File: config.mk
export PLATFORM = sky130hd
export DESIGN_NAME = fbm_ctl
export DESIGN_NICKNAME = d
export VERILOG_FILES = /design/src/design/fbm_pkg.sv /design/src/design/fbm_dec_if.sv /design/src/design/fbm_blk_dec.sv /design/src/design/fbm_ctl.sv
export SDC_FILE = /design/constraint.sdc
export NUM_CORES = 1
export LEC_CHECK = 0
export ABC_AREA = 1
export ABC_CLOCK_PERIOD_IN_PS = 2800
export BUFFER_PORTS_ARGS = -buffer_cell sky130_fd_sc_hd__buf_2
export CAP_MARGIN = 10
export CELL_PAD_IN_SITES_DETAIL_PLACEMENT = 0
export CELL_PAD_IN_SITES_GLOBAL_PLACEMENT = 1
export CORE_ASPECT_RATIO = 0.6
export CORE_UTILIZATION = 35
export DETAILED_ROUTE_END_ITERATION = 6
export GPL_TIMING_DRIVEN = 1
export PLACE_DENSITY_LB_ADDON = 0.3
export SLEW_MARGIN = 20
export SYNTH_ARGS = -nofsm -noshare
export SYNTH_HDL_FRONTEND = slang
export SYNTH_SLANG_ARGS = --single-unit
File: constraint.sdc
create_clock -name clk_sys_in -period 2.8 [get_ports clk_sys_in]
set_clock_uncertainty 0.2 [all_clocks]
set_input_delay 0.56 -clock clk_sys_in [delete_from_list [all_inputs] [get_ports clk_sys_in]]
set_output_delay 0.56 -clock clk_sys_in [all_outputs]
set_load 0.01 [all_outputs]
File: src/design/fbm_pkg.sv
// shared constants and types for the flash block map and command sequencer
package fbm_pkg;

  localparam int ADDR_W  = 20;
  localparam int DATA_W  = 16;
  localparam int NUM_BLK = 8;
  localparam int BLK_W   = 3;

  // boot area, 8 Kbytes
  localparam logic [ADDR_W-1:0] BOOT_LO = 20'h7_E000;
  localparam logic [ADDR_W-1:0] BOOT_HI = 20'h7_FFFF;

  // user blocks 1..8 at index 0..7; 0x80000..0xBFFFF decodes to nothing
  localparam logic [ADDR_W-1:0] BLK_LO [NUM_BLK] = '{
    20'hF_F000, 20'hF_E000, 20'hF_8000, 20'hF_0000,
    20'hE_0000, 20'hD_0000, 20'hC_0000, 20'h7_D000};
  localparam logic [ADDR_W-1:0] BLK_HI [NUM_BLK] = '{
    20'hF_FFFF, 20'hF_EFFF, 20'hF_DFFF, 20'hF_7FFF,
    20'hE_FFFF, 20'hD_FFFF, 20'hC_FFFF, 20'h7_DFFF};

  // command codes, low data byte only
  localparam logic [7:0] CMD_READ  = 8'hFF;
  localparam logic [7:0] CMD_STAT  = 8'h70;
  localparam logic [7:0] CMD_CLR   = 8'h50;
  localparam logic [7:0] CMD_PROG  = 8'h40;
  localparam logic [7:0] CMD_ERASE = 8'h20;
  localparam logic [7:0] CMD_LOCK  = 8'h77;
  localparam logic [7:0] CMD_CONF  = 8'hD0;

  // status byte field positions
  localparam int SR_RDY = 7;
  localparam int SR_ERS = 5;
  localparam int SR_PRG = 4;

  // command source: the three flash operating modes
  localparam logic [1:0] SRC_CPU = 2'h0;
  localparam logic [1:0] SRC_PAR = 2'h1;
  localparam logic [1:0] SRC_SER = 2'h2;

  typedef enum logic [1:0] {START_NORMAL, START_BOOT, START_PROG} fbm_start_t;
  typedef enum logic [1:0] {ST_IDLE, ST_ARG, ST_RUN} fbm_st_t;

endpackage

File: src/design/fbm_dec_if.sv
// carrier between the sequencer and the block address decoder
`timescale 1ns/1ps
`default_nettype none
interface fbm_dec_if;
  import fbm_pkg::*;
  logic [ADDR_W-1:0] addr;
  logic              hit;
  logic              boot;
  logic [BLK_W-1:0]  blk;
  logic              top_even;

  modport req (output addr, input hit, boot, blk, top_even);
  modport dec (input addr, output hit, boot, blk, top_even);
endinterface
`default_nettype wire

File: src/design/fbm_blk_dec.sv
// decodes a flash address into user block, boot area or no block
`timescale 1ns/1ps
`default_nettype none
module fbm_blk_dec (
  fbm_dec_if.dec dec
);
  import fbm_pkg::*;

  always_comb begin
    dec.hit      = 1'b0;
    dec.boot     = 1'b0;
    dec.blk      = '0;
    dec.top_even = 1'b0;
    if (dec.addr >= BOOT_LO && dec.addr <= BOOT_HI) begin
      dec.hit      = 1'b1;
      dec.boot     = 1'b1;
      dec.top_even = (dec.addr == {BOOT_HI[ADDR_W-1:1], 1'b0});
    end
    for (int i = 0; i < NUM_BLK; i++) begin
      if (dec.addr >= BLK_LO[i] && dec.addr <= BLK_HI[i]) begin
        dec.hit      = 1'b1;
        dec.blk      = BLK_W'(i);
        dec.top_even = (dec.addr == {BLK_HI[i][ADDR_W-1:1], 1'b0});
      end
    end
  end

endmodule
`default_nettype wire

File: src/design/fbm_ctl.sv
// flash block map, lock protection, rewrite mode and start-up mode control
// What this block does
// - three modes: parallel, serial, CPU rewrite
// - erase touches exactly one block
// - locked block refuses program and erase
// - boot area rewritable only from parallel mode
// - 8-Kbyte boot area at 0x7E000-0x7FFFF
// - blocks 7,6,5 64K; block 4 32K
// - CPU rewrite modifies user area only
// - no flash reads during rewrite mode
// - select pin low: normal start
// - both pins high: boot start
// - boot rewrite ends factory serial programming
// - erase block named by top even address
// - rewrite select needs zero then one
// - ready flag low while programming or erasing
// - odd-address commands are ignored
// - only low command byte decoded
`timescale 1ns/1ps
`default_nettype none
module fbm_ctl (
  input  wire logic                            clk_sys_in,
  input  wire logic                            sys_rst_in,
  input  wire logic                            boot_select_pin_in,
  input  wire logic                            boot_qualifier_pin_in,
  input  wire logic                            boot_factory_in,
  input  wire logic                            sel_wr_in,
  input  wire logic                            sel_data_in,
  input  wire logic                            lock_clr_all_in,
  input  wire logic                            cmd_wr_in,
  input  wire logic [1:0]                      cmd_src_in,
  input  wire logic [fbm_pkg::ADDR_W-1:0]      cmd_addr_in,
  input  wire logic [fbm_pkg::DATA_W-1:0]      cmd_data_in,
  input  wire logic                            rd_req_in,
  input  wire logic                            arr_done_in,
  output fbm_pkg::fbm_start_t                  start_mode_out,
  output logic                                 rewrite_mode_out,
  output logic                                 flash_ready_flag_out,
  output logic [7:0]                           status_out,
  output logic                                 status_sel_out,
  output logic [fbm_pkg::NUM_BLK-1:0]          locks_out,
  output logic                                 rd_grant_out,
  output logic                                 rd_refused_out,
  output logic                                 serial_prog_avail_out,
  output logic                                 arr_start_out,
  output logic                                 arr_erase_out,
  output logic                                 arr_boot_out,
  output logic [fbm_pkg::BLK_W-1:0]            arr_blk_out,
  output logic [fbm_pkg::ADDR_W-1:0]           arr_addr_out,
  output logic [fbm_pkg::DATA_W-1:0]           arr_data_out
);
  import fbm_pkg::*;

  typedef struct packed {
    fbm_st_t           st;
    logic [7:0]        pend;
    logic              rw_sel;
    logic              last_zero;
    logic              started;
    fbm_start_t        start_mode;
    logic [NUM_BLK-1:0] locks;
    logic              prog_err;
    logic              erase_err;
    logic              stat_sel;
    logic              boot_touched;
    logic              arr_start;
    logic              arr_erase;
    logic              arr_boot;
    logic [1:0]        arr_src;
    logic [BLK_W-1:0]  arr_blk;
    logic [ADDR_W-1:0] arr_addr;
    logic [DATA_W-1:0] arr_data;
  } fbm_ctl_state_t;

  localparam fbm_ctl_state_t RST_STATE = '{
    st: ST_IDLE, pend: 8'h00, start_mode: START_NORMAL, arr_src: SRC_CPU,
    default: '0};

  fbm_ctl_state_t s_q;
  fbm_ctl_state_t s_d;
  fbm_dec_if      dec_if ();
  logic [7:0]     code;
  logic           cmd_ok;
  logic           legal;
  logic           locked;

  fbm_blk_dec u_dec (
    .dec (dec_if.dec)
  );

  assign dec_if.addr = cmd_addr_in;
  assign code        = cmd_data_in[7:0];
  // odd addresses drop out; the CPU path needs rewrite mode active
  assign cmd_ok = cmd_wr_in && !cmd_addr_in[0]
                  && (cmd_src_in != SRC_CPU || s_q.rw_sel);
  // boot area only from the parallel programmer
  assign legal  = dec_if.hit && (!dec_if.boot || cmd_src_in == SRC_PAR);
  assign locked = !dec_if.boot && s_q.locks[dec_if.blk];

  always_comb begin
    s_d           = s_q;
    s_d.arr_start = 1'b0;
    if (!s_q.started) begin
      s_d.started = 1'b1;
      if (!boot_select_pin_in) begin
        s_d.start_mode = START_NORMAL;
      end else if (boot_qualifier_pin_in) begin
        s_d.start_mode = START_BOOT;
      end else begin
        s_d.start_mode = START_PROG;
      end
    end
    if (sel_wr_in) begin
      if (!sel_data_in) begin
        s_d.rw_sel    = 1'b0;
        s_d.last_zero = 1'b1;
      end else begin
        if (s_q.last_zero) begin
          s_d.rw_sel = 1'b1;
        end
        s_d.last_zero = 1'b0;
      end
    end
    if (lock_clr_all_in) begin
      s_d.locks = '0;
    end
    case (s_q.st)
      ST_IDLE: begin
        if (cmd_ok) begin
          case (code)
            CMD_READ: s_d.stat_sel = 1'b0;
            CMD_STAT: s_d.stat_sel = 1'b1;
            CMD_CLR: begin
              s_d.prog_err  = 1'b0;
              s_d.erase_err = 1'b0;
            end
            CMD_PROG, CMD_ERASE, CMD_LOCK: begin
              s_d.pend     = code;
              s_d.stat_sel = 1'b1;
              s_d.st       = ST_ARG;
            end
            default: s_d.pend = s_q.pend;
          endcase
        end
      end
      ST_ARG: begin
        if (cmd_ok) begin
          s_d.st = ST_IDLE;
          case (s_q.pend)
            CMD_PROG: begin
              if (legal && !locked) begin
                s_d.arr_start = 1'b1;
                s_d.arr_erase = 1'b0;
                s_d.st        = ST_RUN;
              end else begin
                s_d.prog_err = 1'b1;
              end
            end
            CMD_ERASE: begin
              if (code == CMD_CONF && dec_if.top_even && legal && !locked) begin
                s_d.arr_start = 1'b1;
                s_d.arr_erase = 1'b1;
                s_d.st        = ST_RUN;
              end else begin
                s_d.erase_err = 1'b1;
              end
            end
            default: begin
              if (code == CMD_CONF && dec_if.top_even && dec_if.hit && !dec_if.boot) begin
                s_d.locks[dec_if.blk] = 1'b1;
              end else begin
                s_d.prog_err = 1'b1;
              end
            end
          endcase
          if (s_d.arr_start) begin
            s_d.arr_boot     = dec_if.boot;
            s_d.arr_src      = cmd_src_in;
            s_d.arr_blk      = dec_if.blk;
            s_d.arr_addr     = cmd_addr_in;
            s_d.arr_data     = cmd_data_in;
            s_d.boot_touched = s_q.boot_touched | dec_if.boot;
          end
        end
      end
      ST_RUN: begin
        if (arr_done_in) begin
          s_d.st = ST_IDLE;
        end
      end
      default: s_d.st = ST_IDLE;
    endcase
  end

  always_ff @(posedge clk_sys_in) begin
    if (sys_rst_in) begin
      s_q <= RST_STATE;
    end else begin
      s_q <= s_d;
    end
  end

  assign start_mode_out        = s_q.start_mode;
  assign rewrite_mode_out      = s_q.rw_sel;
  assign flash_ready_flag_out  = (s_q.st != ST_RUN);
  assign status_out            = {flash_ready_flag_out, 1'b0, s_q.erase_err, s_q.prog_err, 4'h0};
  assign status_sel_out        = s_q.stat_sel;
  assign locks_out             = s_q.locks;
  assign rd_grant_out          = rd_req_in && !s_q.rw_sel;
  assign rd_refused_out        = rd_req_in && s_q.rw_sel;
  assign serial_prog_avail_out = boot_factory_in && !s_q.boot_touched;
  assign arr_start_out         = s_q.arr_start;
  assign arr_erase_out         = s_q.arr_erase;
  assign arr_boot_out          = s_q.arr_boot;
  assign arr_blk_out           = s_q.arr_blk;
  assign arr_addr_out          = s_q.arr_addr;
  assign arr_data_out          = s_q.arr_data;
endmodule
`default_nettype wire

After elaboration in Yosys (flattened, before gate mapping)
Index checks and enable logic that the tools add are counted.

cells by class
  multipliers = 0
  add/sub/neg operators = 0
  div/mod/pow operators = 0
  shift operators = 0
  equality and inequality tests = 36
  order comparisons = 20
  reduce and logical (&&, ||, !) cells = 46
  multiplexer cells = 61
  bitwise operators = 4

operators by type and width
  operator                                               count
  == test 20 bit, second input constant                  7
  >= comparator 20 bit, second input constant            7
  <= comparator 20 bit, second input constant            7
  == test 20 x 19 -> 1 bit, second input constant        2
  == test 8 x 7 -> 1 bit, second input constant          5
  >= comparator 20 x 19 -> 1 bit, second input constant  2
  <= comparator 20 x 19 -> 1 bit, second input constant  2
  2-to-1 mux 8 bit                                       5
  2-to-1 mux 2 bit                                       15
  2-to-1 mux 1 bit                                       26
  logical AND 1 bit                                      23
  2-to-1 mux 10 bit                                      2
  == test 8 x 6 -> 1 bit, second input constant          2
  == test 8 bit, second input constant                   2
  2-to-1 mux 3 bit                                       5
  != test 2 bit, second input constant                   6
  case mux 2 bit (2 select lines)                        3
  AND reduction 3 bit                                    3
  != test 2 x 1 -> 1 bit, second input constant          4
  != test 4 bit, second input constant                   2
  OR 8 bit                                               1
  AND reduction 7 bit                                    1
  case mux 2 bit (3 select lines)                        1
  AND reduction 6 bit                                    1
  22 further kinds                                       33

storage, ports and cells
  memories = 0
  word-level logic and storage cells = 184
  RAM bits = 0
  bits in read-only memories = 0
  register bits after elaboration = 69
  bits in latches = 0

Logic depth before layout (Yosys ltp)
Gate-level depths: netlist of run 1.

  depth after elaboration = 19
  mapped depth = 18

By module
Synthesis of run 1 repeated with hierarchy kept, for this count alone.

second synthesis, totals
  cell total of the unflattened synthesis = 517
  area, all modules = 3709.8 um2

modules (own cells, without submodules)
  module       area an instance (um2)  cells each  seq. area each (um2)  instances
  fbm_ctl      3465.8                  467         1381.3                1
  fbm_blk_dec  244.0                   50          0.0                   1

Worst setup path before layout of run 1
OpenSTA, ideal clock, no wires.

  path type = input to register
  from = input port cmd_addr_in[12] (netlist name)
  to = register s_q (netlist bit arr_addr_out[10])
  library setup time = 0.113 ns
  required time = 2.487 ns
  arrival = 2.007 ns
  setup slack = 0.480 ns
  stages = 15
  cells stage by stage = inv_1 -> nor3_4 -> nand2_2 -> clkinv_1 -> nor2_2 -> nor2_1 -> nor2_2 -> nor2_2 -> nand2_2 -> nand3_2 -> nand2_4 -> nand2_8 -> buf_2 -> nor2_1 -> nor2_1

on the way
  word-level cells in the longest chain between the ends = 19
  elaborated cells on any way between the ends = 78
  classes of those cells = order compare (18); eq/ne (9); mux (32); reduce/logical (19)

ends and longest elaborated chain
  what                                                                               line                                          source
  start: declaration                                                                 fbm_ctl.sv:32                                 input wire logic [fbm_pkg::ADDR_W-1:0] cmd_addr_in,
  >= comparator 20 bit (tied with other cells)                                       fbm_blk_dec.sv:20                             if (dec.addr >= BLK_LO[i] && dec.addr <= BLK_HI[i]) begin
  logical AND 1 bit, on equally long branches                                        fbm_blk_dec.sv:20, fbm_blk_dec.sv:14
  2-to-1 mux 1 bit, on equally long branches                                         fbm_blk_dec.sv:20, fbm_blk_dec.sv:14
  2-to-1 mux 2 bit / 2-to-1 mux 1 bit (equally long branches) (2 in series)          fbm_blk_dec.sv:20
  2-to-1 mux 3 bit / 2-to-1 mux 1 bit (equally long branches) (4 in series)          fbm_blk_dec.sv:20
  binary-select mux 1 bit (select 3 bit) / 2-to-1 mux 1 bit (equally long branches)  fbm_ctl.sv:98, fbm_blk_dec.sv:20
  2-to-1 mux 1 bit, on equally long branches                                         fbm_ctl.sv:98, fbm_blk_dec.sv:20
  logical AND 1 bit, on equally long branches                                        fbm_ctl.sv:98, fbm_ctl.sv:97, fbm_ctl.sv:160
  zero test 1 bit / logical AND 1 bit (equally long branches)                        fbm_ctl.sv:151, fbm_ctl.sv:160
  logical AND 1 bit, on equally long branches                                        fbm_ctl.sv:160, fbm_ctl.sv:151
  2-to-1 mux 2 bit, on equally long branches                                         fbm_ctl.sv:160, fbm_ctl.sv:151
  case mux 2 bit (2 select lines) (*)                                                fbm_ctl.sv:149                                case (s_q.pend)
  2-to-1 mux 2 bit (*)                                                               fbm_ctl.sv:147                                if (cmd_ok) begin
  2-to-1 mux 2 bit (*)                                                               fbm_ctl.sv:127                                case (s_q.st)
  AND reduction 3 bit (no source line) (*)                                           --
  end signal: assignment                                                             fbm_ctl.sv:197                                s_q <= RST_STATE;
  end signal: assignment                                                             fbm_ctl.sv:199                                s_q <= s_d;
  end: declaration                                                                   fbm_ctl.sv:79                                 fbm_ctl_state_t s_q;

Mark *: on every way between the ends. The rest lies on a longest branch, timed or not. The select of a mux whose other input is x is not followed.
A chain may end at the register's enable or synchronous reset.

Worst setup path after layout of run 1
  from = input port cmd_addr_in[15] (netlist name)
  to = register s_q (netlist bit arr_addr_out[12])

The elaborated chain is that of the path after synthesis.

==> results of run 1 <==
[worst paths after layout]
check,endpoint,slack [ps],cells past startpoint
min reg2reg,arr_erase_out$_SDFFE_PP0P_,240,2
max,arr_addr_out[12]$_SDFFE_PP0P_,460,18
min,arr_erase_out$_SDFFE_PP0P_,240,2
max reg2reg,arr_addr_out[14]$_SDFFE_PP0P_,720,9
[cell type report]
class                   count  area [µm²]  share of cell area [%]
multi-input cells         363        1620                    35.8
flip-flops and latches     69        1380                    30.6
repair buffers            121         686                    15.2
inverters                  89         334                    7.39
clock buffers              10         239                    5.29
well taps                 139         174                    3.85
clock inverters             6        86.3                    1.91
[power by group]
part	internal [mW]	leakage (nW)	switching, mW
clock	0.801	0.158	0.430
sequential	0.985	0.556	0.00215
combinational	0.0547	1.72	0.0987
[logic make-up (layout without fill, tap and decap cells)]
logic type      after synthesis  in the layout  share of synthesized area (%)
other cells                   1              5                         0.0979
compound gates               41             41                           6.07
simple gates                317            317                           35.7
flops                        69             69                           36.1
buf+inv                     159            226                           22.0
[state kept, by name, indices dropped and copies added (netlist names)]
| name | flops |
|---|---|
| arr_addr_out | 20 |
| arr_blk_out | 3 |
| arr_boot_out | 1 |
| arr_data_out | 16 |
| arr_erase_out | 1 |
| arr_start_out | 1 |
| locks_out | 8 |
| rewrite_mode_out | 1 |
| s_q | 13 |
| start_mode_out | 2 |
| status_out | 2 |
| status_sel_out | 1 |
[per-layer routing]
| metal | wire (µm) | global-route usage [%] |
|---|---|---|
| met4 | 114 | 5.69 |
| met3 | 764 | 6.90 |
| met2 | 3620 | 24.3 |
| met5 | 0 | 0 |
| met1 | 4960 | 24.5 |
[tightest hold or removal path, delay by kind of cell, from the launching register on]
family	cells	cell delay, ps
buffers and inverters	1	50
AO/OA/AOI/OAI	1	50
flip-flops	1	310
[Yosys cell counts, types with 4 or more instances]
library cell | instances | area, µm²
o21ai_0 | 5 | 25.0
buf_4 | 57 | 428
clkbuf_1 | 6 | 22.5
nand2_1 | 138 | 518
nand4_1 | 5 | 31.3
a21oi_1 | 29 | 145
nor2_2 | 5 | 31.3
inv_1 | 84 | 315
dfxtp_1 | 69 | 1380
buf_6 | 4 | 45.0
nand2_2 | 6 | 37.5
nor2_1 | 120 | 450
nor3_1 | 9 | 45.0
nand3_1 | 17 | 85.1
==> metrics.csv, run 1 <==
stage,metric,value,unit
outcome,run status,finished clean,
placement,Port Buffers,109,
sta,Highest Clock Rate,428,MHz
clock_tree,Worst-Skew Late Latency,340,ps
layout,final-stage net count,702,
floorplan,die area,0.0114,mm²
global_routing,pin count of the biggest net entering global routing,35,
floorplan,chip width,137,µm
worst_setup_path,Worst Setup SP,cmd_addr_in[15],
sta,setup TNS,0,ps
worst_setup_path,Critical Path Max Stage Delay,230,ps
sta,max-slew violations,0,
job,total of max-cap violations,0,
placement,Place WS,119,ps
power_and_ir_drop,Power Dens Cells,525,mW/mm²
worst_setup_path,Crit-path slowest cell,nor2_2,
detailed_routing,Vias,3427,
global_routing,total grt overflow,0,
floorplan,row count,29,
layout,FILL cells,1136,
placement,Detailed Place HPWL,7340,µm
worst_setup_path,CP max FO,25,
clock_tree,Inserted Clock Buffers,9,
layout,final core utilization,42.7,%
worst_setup_path,Critical Path AT,2370,ps
power_and_ir_drop,Max rail drop VDD,0.000286,V
global_routing,first-pass GRT wire length,15400,µm
placement,Placer Congestion,0.880,
sta,final hold vios,0,
layout,synthesis-to-layout area growth,18.0,%
worst_setup_path,Crit path required time,2830,ps
logic_synthesis,Syn Area/Cell,6.53,µm²
detailed_routing,vias per inst,4.30,
worst_setup_path,crit-path most repeated cell,nand2_1,
global_routing,Total Routing Usage GR,17.5,%
power_and_ir_drop,Lkg Pwr,2.43,nW
clock_tree,Clock Path Buffers,2,
placement,placed instance area,0.00420,mm²
detailed_routing,Detail Route Antenna Nets,0,
floorplan,IO Pins,115,
logic_synthesis,"Distinct cells, synth",37,
sta,Final setup viols,0,
clock_tree,Worst-path clk slew,60,ps
floorplan,Initial Utilization,36.2,%
detailed_routing,Remaining DRCs,0,
min_path,Hold Startpoint,arr_erase_out$_SDFFE_PP0P_,
logic_synthesis,number of synthesized register bits,69,
detailed_routing,Initial DRC Count,166,
logic_synthesis,Most used DFF post-synth,dfxtp_1,
layout,final instance area,0.00452,mm²
detailed_routing,WL/cell,11.9,µm
worst_setup_path,crit-path cells,buf_2 -> nand2_2 -> nor3_4 -> nand2_2 -> clkinv_1 -> nor2_2 -> nand2_1 -> nand3_1 -> nand2_1 -> inv_1 -> nand2_2 -> nand3_2 -> nand2_4 -> nand2_8 -> buf_12 -> nand2_1 -> nand2_1 -> nor2_1,
layout,# diodes,0,
min_path,Min-Delay Path Class,reg -> reg,
sta,worst setup margin,461,ps
worst_setup_path,Crit path max-delay family,simple AND/OR/NAND/NOR gates,
layout,share of post-route cells with drive strength above 1,24.9,%
clock_tree,CTS Root Buffer Type,clkbuf_16,
sta,min cycle time layout,2340,ps
logic_synthesis,Yosys warning count,0,
logic_synthesis,sequential fraction of the synthesis area,36.1,%
layout,Finished Layout Cells,797,
logic_synthesis,Syn Inst Count,587,
detailed_routing,WL final,9460,µm
sta,final worst-path cycle share,83.5,%
logic_synthesis,synthesized cell area,0.00383,mm²
worst_setup_path,R2R Path Start,s_q[69]$_SDFFE_PP0P_,
worst_setup_path,Setup crit end kind,flop,
clock_tree,CTS resizes,0,
clock_tree,CTS tree,done,
floorplan,Placeable Area,0.0106,mm²
clock_tree,CTS Sinks,69,
logic_synthesis,number of flops mapped to enable cells by yosys,0,
global_routing,initial antenna violation count,1,
placement,Placed Cells,781,
sta,RSZ-0062 raised after global routing,false,
layout,"most common cell after layout, fill and taps aside",nand2_1,
clock_tree,H-tree levels,3,
detailed_routing,TritonRoute pass-1 iters,5,
floorplan,Die Ht,83.0,µm
layout,most frequent cells in the layout,"nand2_1, nor2_1, buf_2",
clock_tree,Post-CTS Setup Bufs,0,
logic_synthesis,asr flop ratio synth,0,%
worst_setup_path,worst path bufs/invs,4,
worst_setup_path,CP Class,in -> reg,
clock_tree,hold_buf cts,0,
sta,final hold slack,244,ps
power_and_ir_drop,Pwr Total,2.37,mW
worst_setup_path,startpoint types,input pin,
global_routing,vias in the first global route,3196,
Note: power is estimated with default switching activity, not from simulation.
==> inputs of run 2 (changes only) <==
ABC_CLOCK_PERIOD_IN_PS = 1900   (was 2800)
CORE_UTILIZATION = 32   (was 35)
clock period = 1.9 ns   (was 2.8 ns; I/O delays follow)
==> metrics.csv, run 2 (same netlist as run 1, synthesis figures left out) <==
stage,metric,value,unit,change
outcome,run status,"complete, but fails checks",,was finished clean
layout,final instance area,0.00562,mm²,was 0.00452 mm²
worst_setup_path,crit-path most repeated cell,nand2_2,,was nand2_1
worst_setup_path,Crit-path slowest cell,buf_4,,was nor2_2
sta,setup TNS,-7970,ps,was 0 ps
clock_tree,Worst-Skew Late Latency,340,ps,about the same
layout,Largest register FFs,20,,unchanged
detailed_routing,Remaining DRCs,0,,unchanged
clock_tree,CTS tree,done,,unchanged
worst_setup_path,startpoint types,input pin,,unchanged
power_and_ir_drop,Power Dens Cells,674,mW/mm²,was 525 mW/mm²
sta,Final setup viols,53,,was 0
clock_tree,Clock Path Buffers,2,,unchanged
layout,final-stage net count,773,,was 702
global_routing,initial antenna violation count,0,,was 1
sta,RSZ-0062 raised after global routing,true,,was false
layout,most frequent cells in the layout,"nand2_1, buf_2, nor2_1",,"was nand2_1, nor2_1, buf_2"
floorplan,chip width,143,µm,was 137 µm
detailed_routing,Detail Route Antenna Nets,0,,unchanged
worst_setup_path,CP Class,in -> reg,,unchanged
worst_setup_path,Setup crit end kind,flop,,unchanged
job,total of max-cap violations,0,,unchanged
detailed_routing,vias per inst,4.26,,was 4.30
floorplan,row count,30,,was 29
clock_tree,H-tree levels,3,,unchanged
detailed_routing,TritonRoute pass-1 iters,4,,was 5
placement,Detailed Place HPWL,7560,µm,was 7340 µm
power_and_ir_drop,Max rail drop VDD,0.000476,V,was 0.000286 V
sta,final worst-path cycle share,112,%,
worst_setup_path,Crit path required time,1940,ps,was 2830 ps
floorplan,IO Pins,115,,unchanged
detailed_routing,Initial DRC Count,118,,was 166
global_routing,pin count of the biggest net entering global routing,29,,was 35
detailed_routing,WL final,10700,µm,was 9460 µm
worst_setup_path,crit-path cells,buf_8 -> clkinvlp_4 -> nand2_2 -> nor2_2 -> nand2_2 -> nand4_1 -> buf_4 -> nand2_2 -> nand3_1 -> nand2_1 -> inv_2 -> nand2_4 -> nand4_4 -> nand2_4 -> nand2_8 -> buf_12 -> buf_16 -> nor2_4 -> nor2_1,,was buf_2 -> nand2_2 -> nor3_4 -> nand2_2 -> clkinv_1 -> nor2_2 -> nand2_1 -> nand3_1 -> nand2_1 -> inv_1 -> nand2_2 -> nand3_2 -> nand2_4 -> nand2_8 -> buf_12 -> nand2_1 -> nand2_1 -> nor2_1
clock_tree,CTS Root Buffer Type,clkbuf_16,,unchanged
sta,worst setup margin,-234,ps,was 461 ps
sta,Highest Clock Rate,469,MHz,
placement,placed instance area,0.00462,mm²,was 0.00420 mm²
min_path,Min-Delay Path Class,in -> reg,,was reg -> reg
detailed_routing,Vias,3791,,was 3427
outcome,violated checks,negative setup slack,,
layout,"most common cell after layout, fill and taps aside",nand2_1,,unchanged
placement,Place WS,-567,ps,was 119 ps
global_routing,vias in the first global route,3425,,was 3196
sta,max-slew violations,0,,unchanged
floorplan,Die Ht,86.8,µm,was 83.0 µm
layout,# diodes,0,,unchanged
floorplan,Placeable Area,0.0115,mm²,was 0.0106 mm²
sta,final hold slack,63.5,ps,was 244 ps
floorplan,die area,0.0124,mm²,was 0.0114 mm²
layout,synthesis-to-layout area growth,46.8,%,was 18.0%
sta,min cycle time layout,2130,ps,
worst_setup_path,Critical Path AT,2170,ps,was 2370 ps
clock_tree,CTS Sinks,69,,unchanged
layout,share of post-route cells with drive strength above 1,41.2,%,was 24.9%
clock_tree,Inserted Clock Buffers,9,,unchanged
global_routing,total grt overflow,0,,unchanged
clock_tree,Worst-path clk slew,60,ps,about the same
floorplan,Initial Utilization,33.4,%,was 36.2%
placement,Placer Congestion,0.854,,was 0.880
worst_setup_path,Critical Path Max Stage Delay,180,ps,was 230 ps
power_and_ir_drop,Lkg Pwr,2.87,nW,was 2.43 nW
placement,Port Buffers,109,,unchanged
global_routing,Total Routing Usage GR,17.3,%,was 17.5%
clock_tree,hold_buf cts,0,,unchanged
sta,final hold vios,0,,unchanged
global_routing,first-pass GRT wire length,16500,µm,was 15400 µm
worst_setup_path,CP max FO,7,,was 25
detailed_routing,WL/cell,12.0,µm,was 11.9 µm
run 2: cell type report:
type	instances	area (µm²)
clock buffers	9	225
clock inverters	7	123
fillers	1166	5860
inverters	89	338
multi-input cells	363	2000
flip-flops and latches	69	1380
well taps	160	200
repair buffers	192	1350
run 2: layer usage:
metal  global-route usage (%)  share of wire [%]
met5                        0                  0
met4                     5.71                1.1
met3                     5.08                5.5
met2                     26.2                 43
met1                     23.6                 50
run 2: critical path, delay by kind of cell:
kind / cells / cell delay [ps]
buffers and inverters: 6 / 720
AND/OR/NAND/NOR: 13 / 1070
run 2: stage by stage:
| step | instances | utilization [%] | total power, mW |
|---|---|---|---|
| global placement | 854 | 40.2 | 1.77 |
| global route | 889 | 49.0 | 3.92 |
| floorplan | 591 | - | 1.61 |
| finish | 889 | 49.0 | 3.79 |
| CTS | 885 | 46.1 | 3.78 |
| detailed placement | 854 | 40.2 | 1.77 |
run 2: timing repair:
item	4_1_cts	5_1_grt
endpoints found under the setup margin	50	55
resized for setup	41	83
pin swaps	3	41
cloned	3	0
setup buffers	12	8
run 2: report_power, final:
part           total (mW)  internal [mW]  switching [mW]  leakage [nW]
logic               0.355          0.159           0.197          2.15
registers            1.45           1.45         0.00297         0.556
clock network        1.98           1.29           0.692         0.162
total                3.79           2.90           0.891          2.87
run 2: path summary, 6_finish.rpt:
check | startpoint | to | slack, ps | depth (start not counted)
max | cmd_addr_in[12] | arr_addr_out[13]$_SDFFE_PP0P_ | -230 | 19
min | cmd_data_in[8] | arr_data_out[8]$_SDFFE_PP0P_ | 60 | 3
min reg2reg | s_q[68]$_SDFFE_PP0P_ | s_q[68]$_SDFFE_PP0P_ | 240 | 2
max reg2reg | s_q[61]$_SDFFE_PP0P_ | arr_addr_out[13]$_SDFFE_PP0P_ | -60 | 12
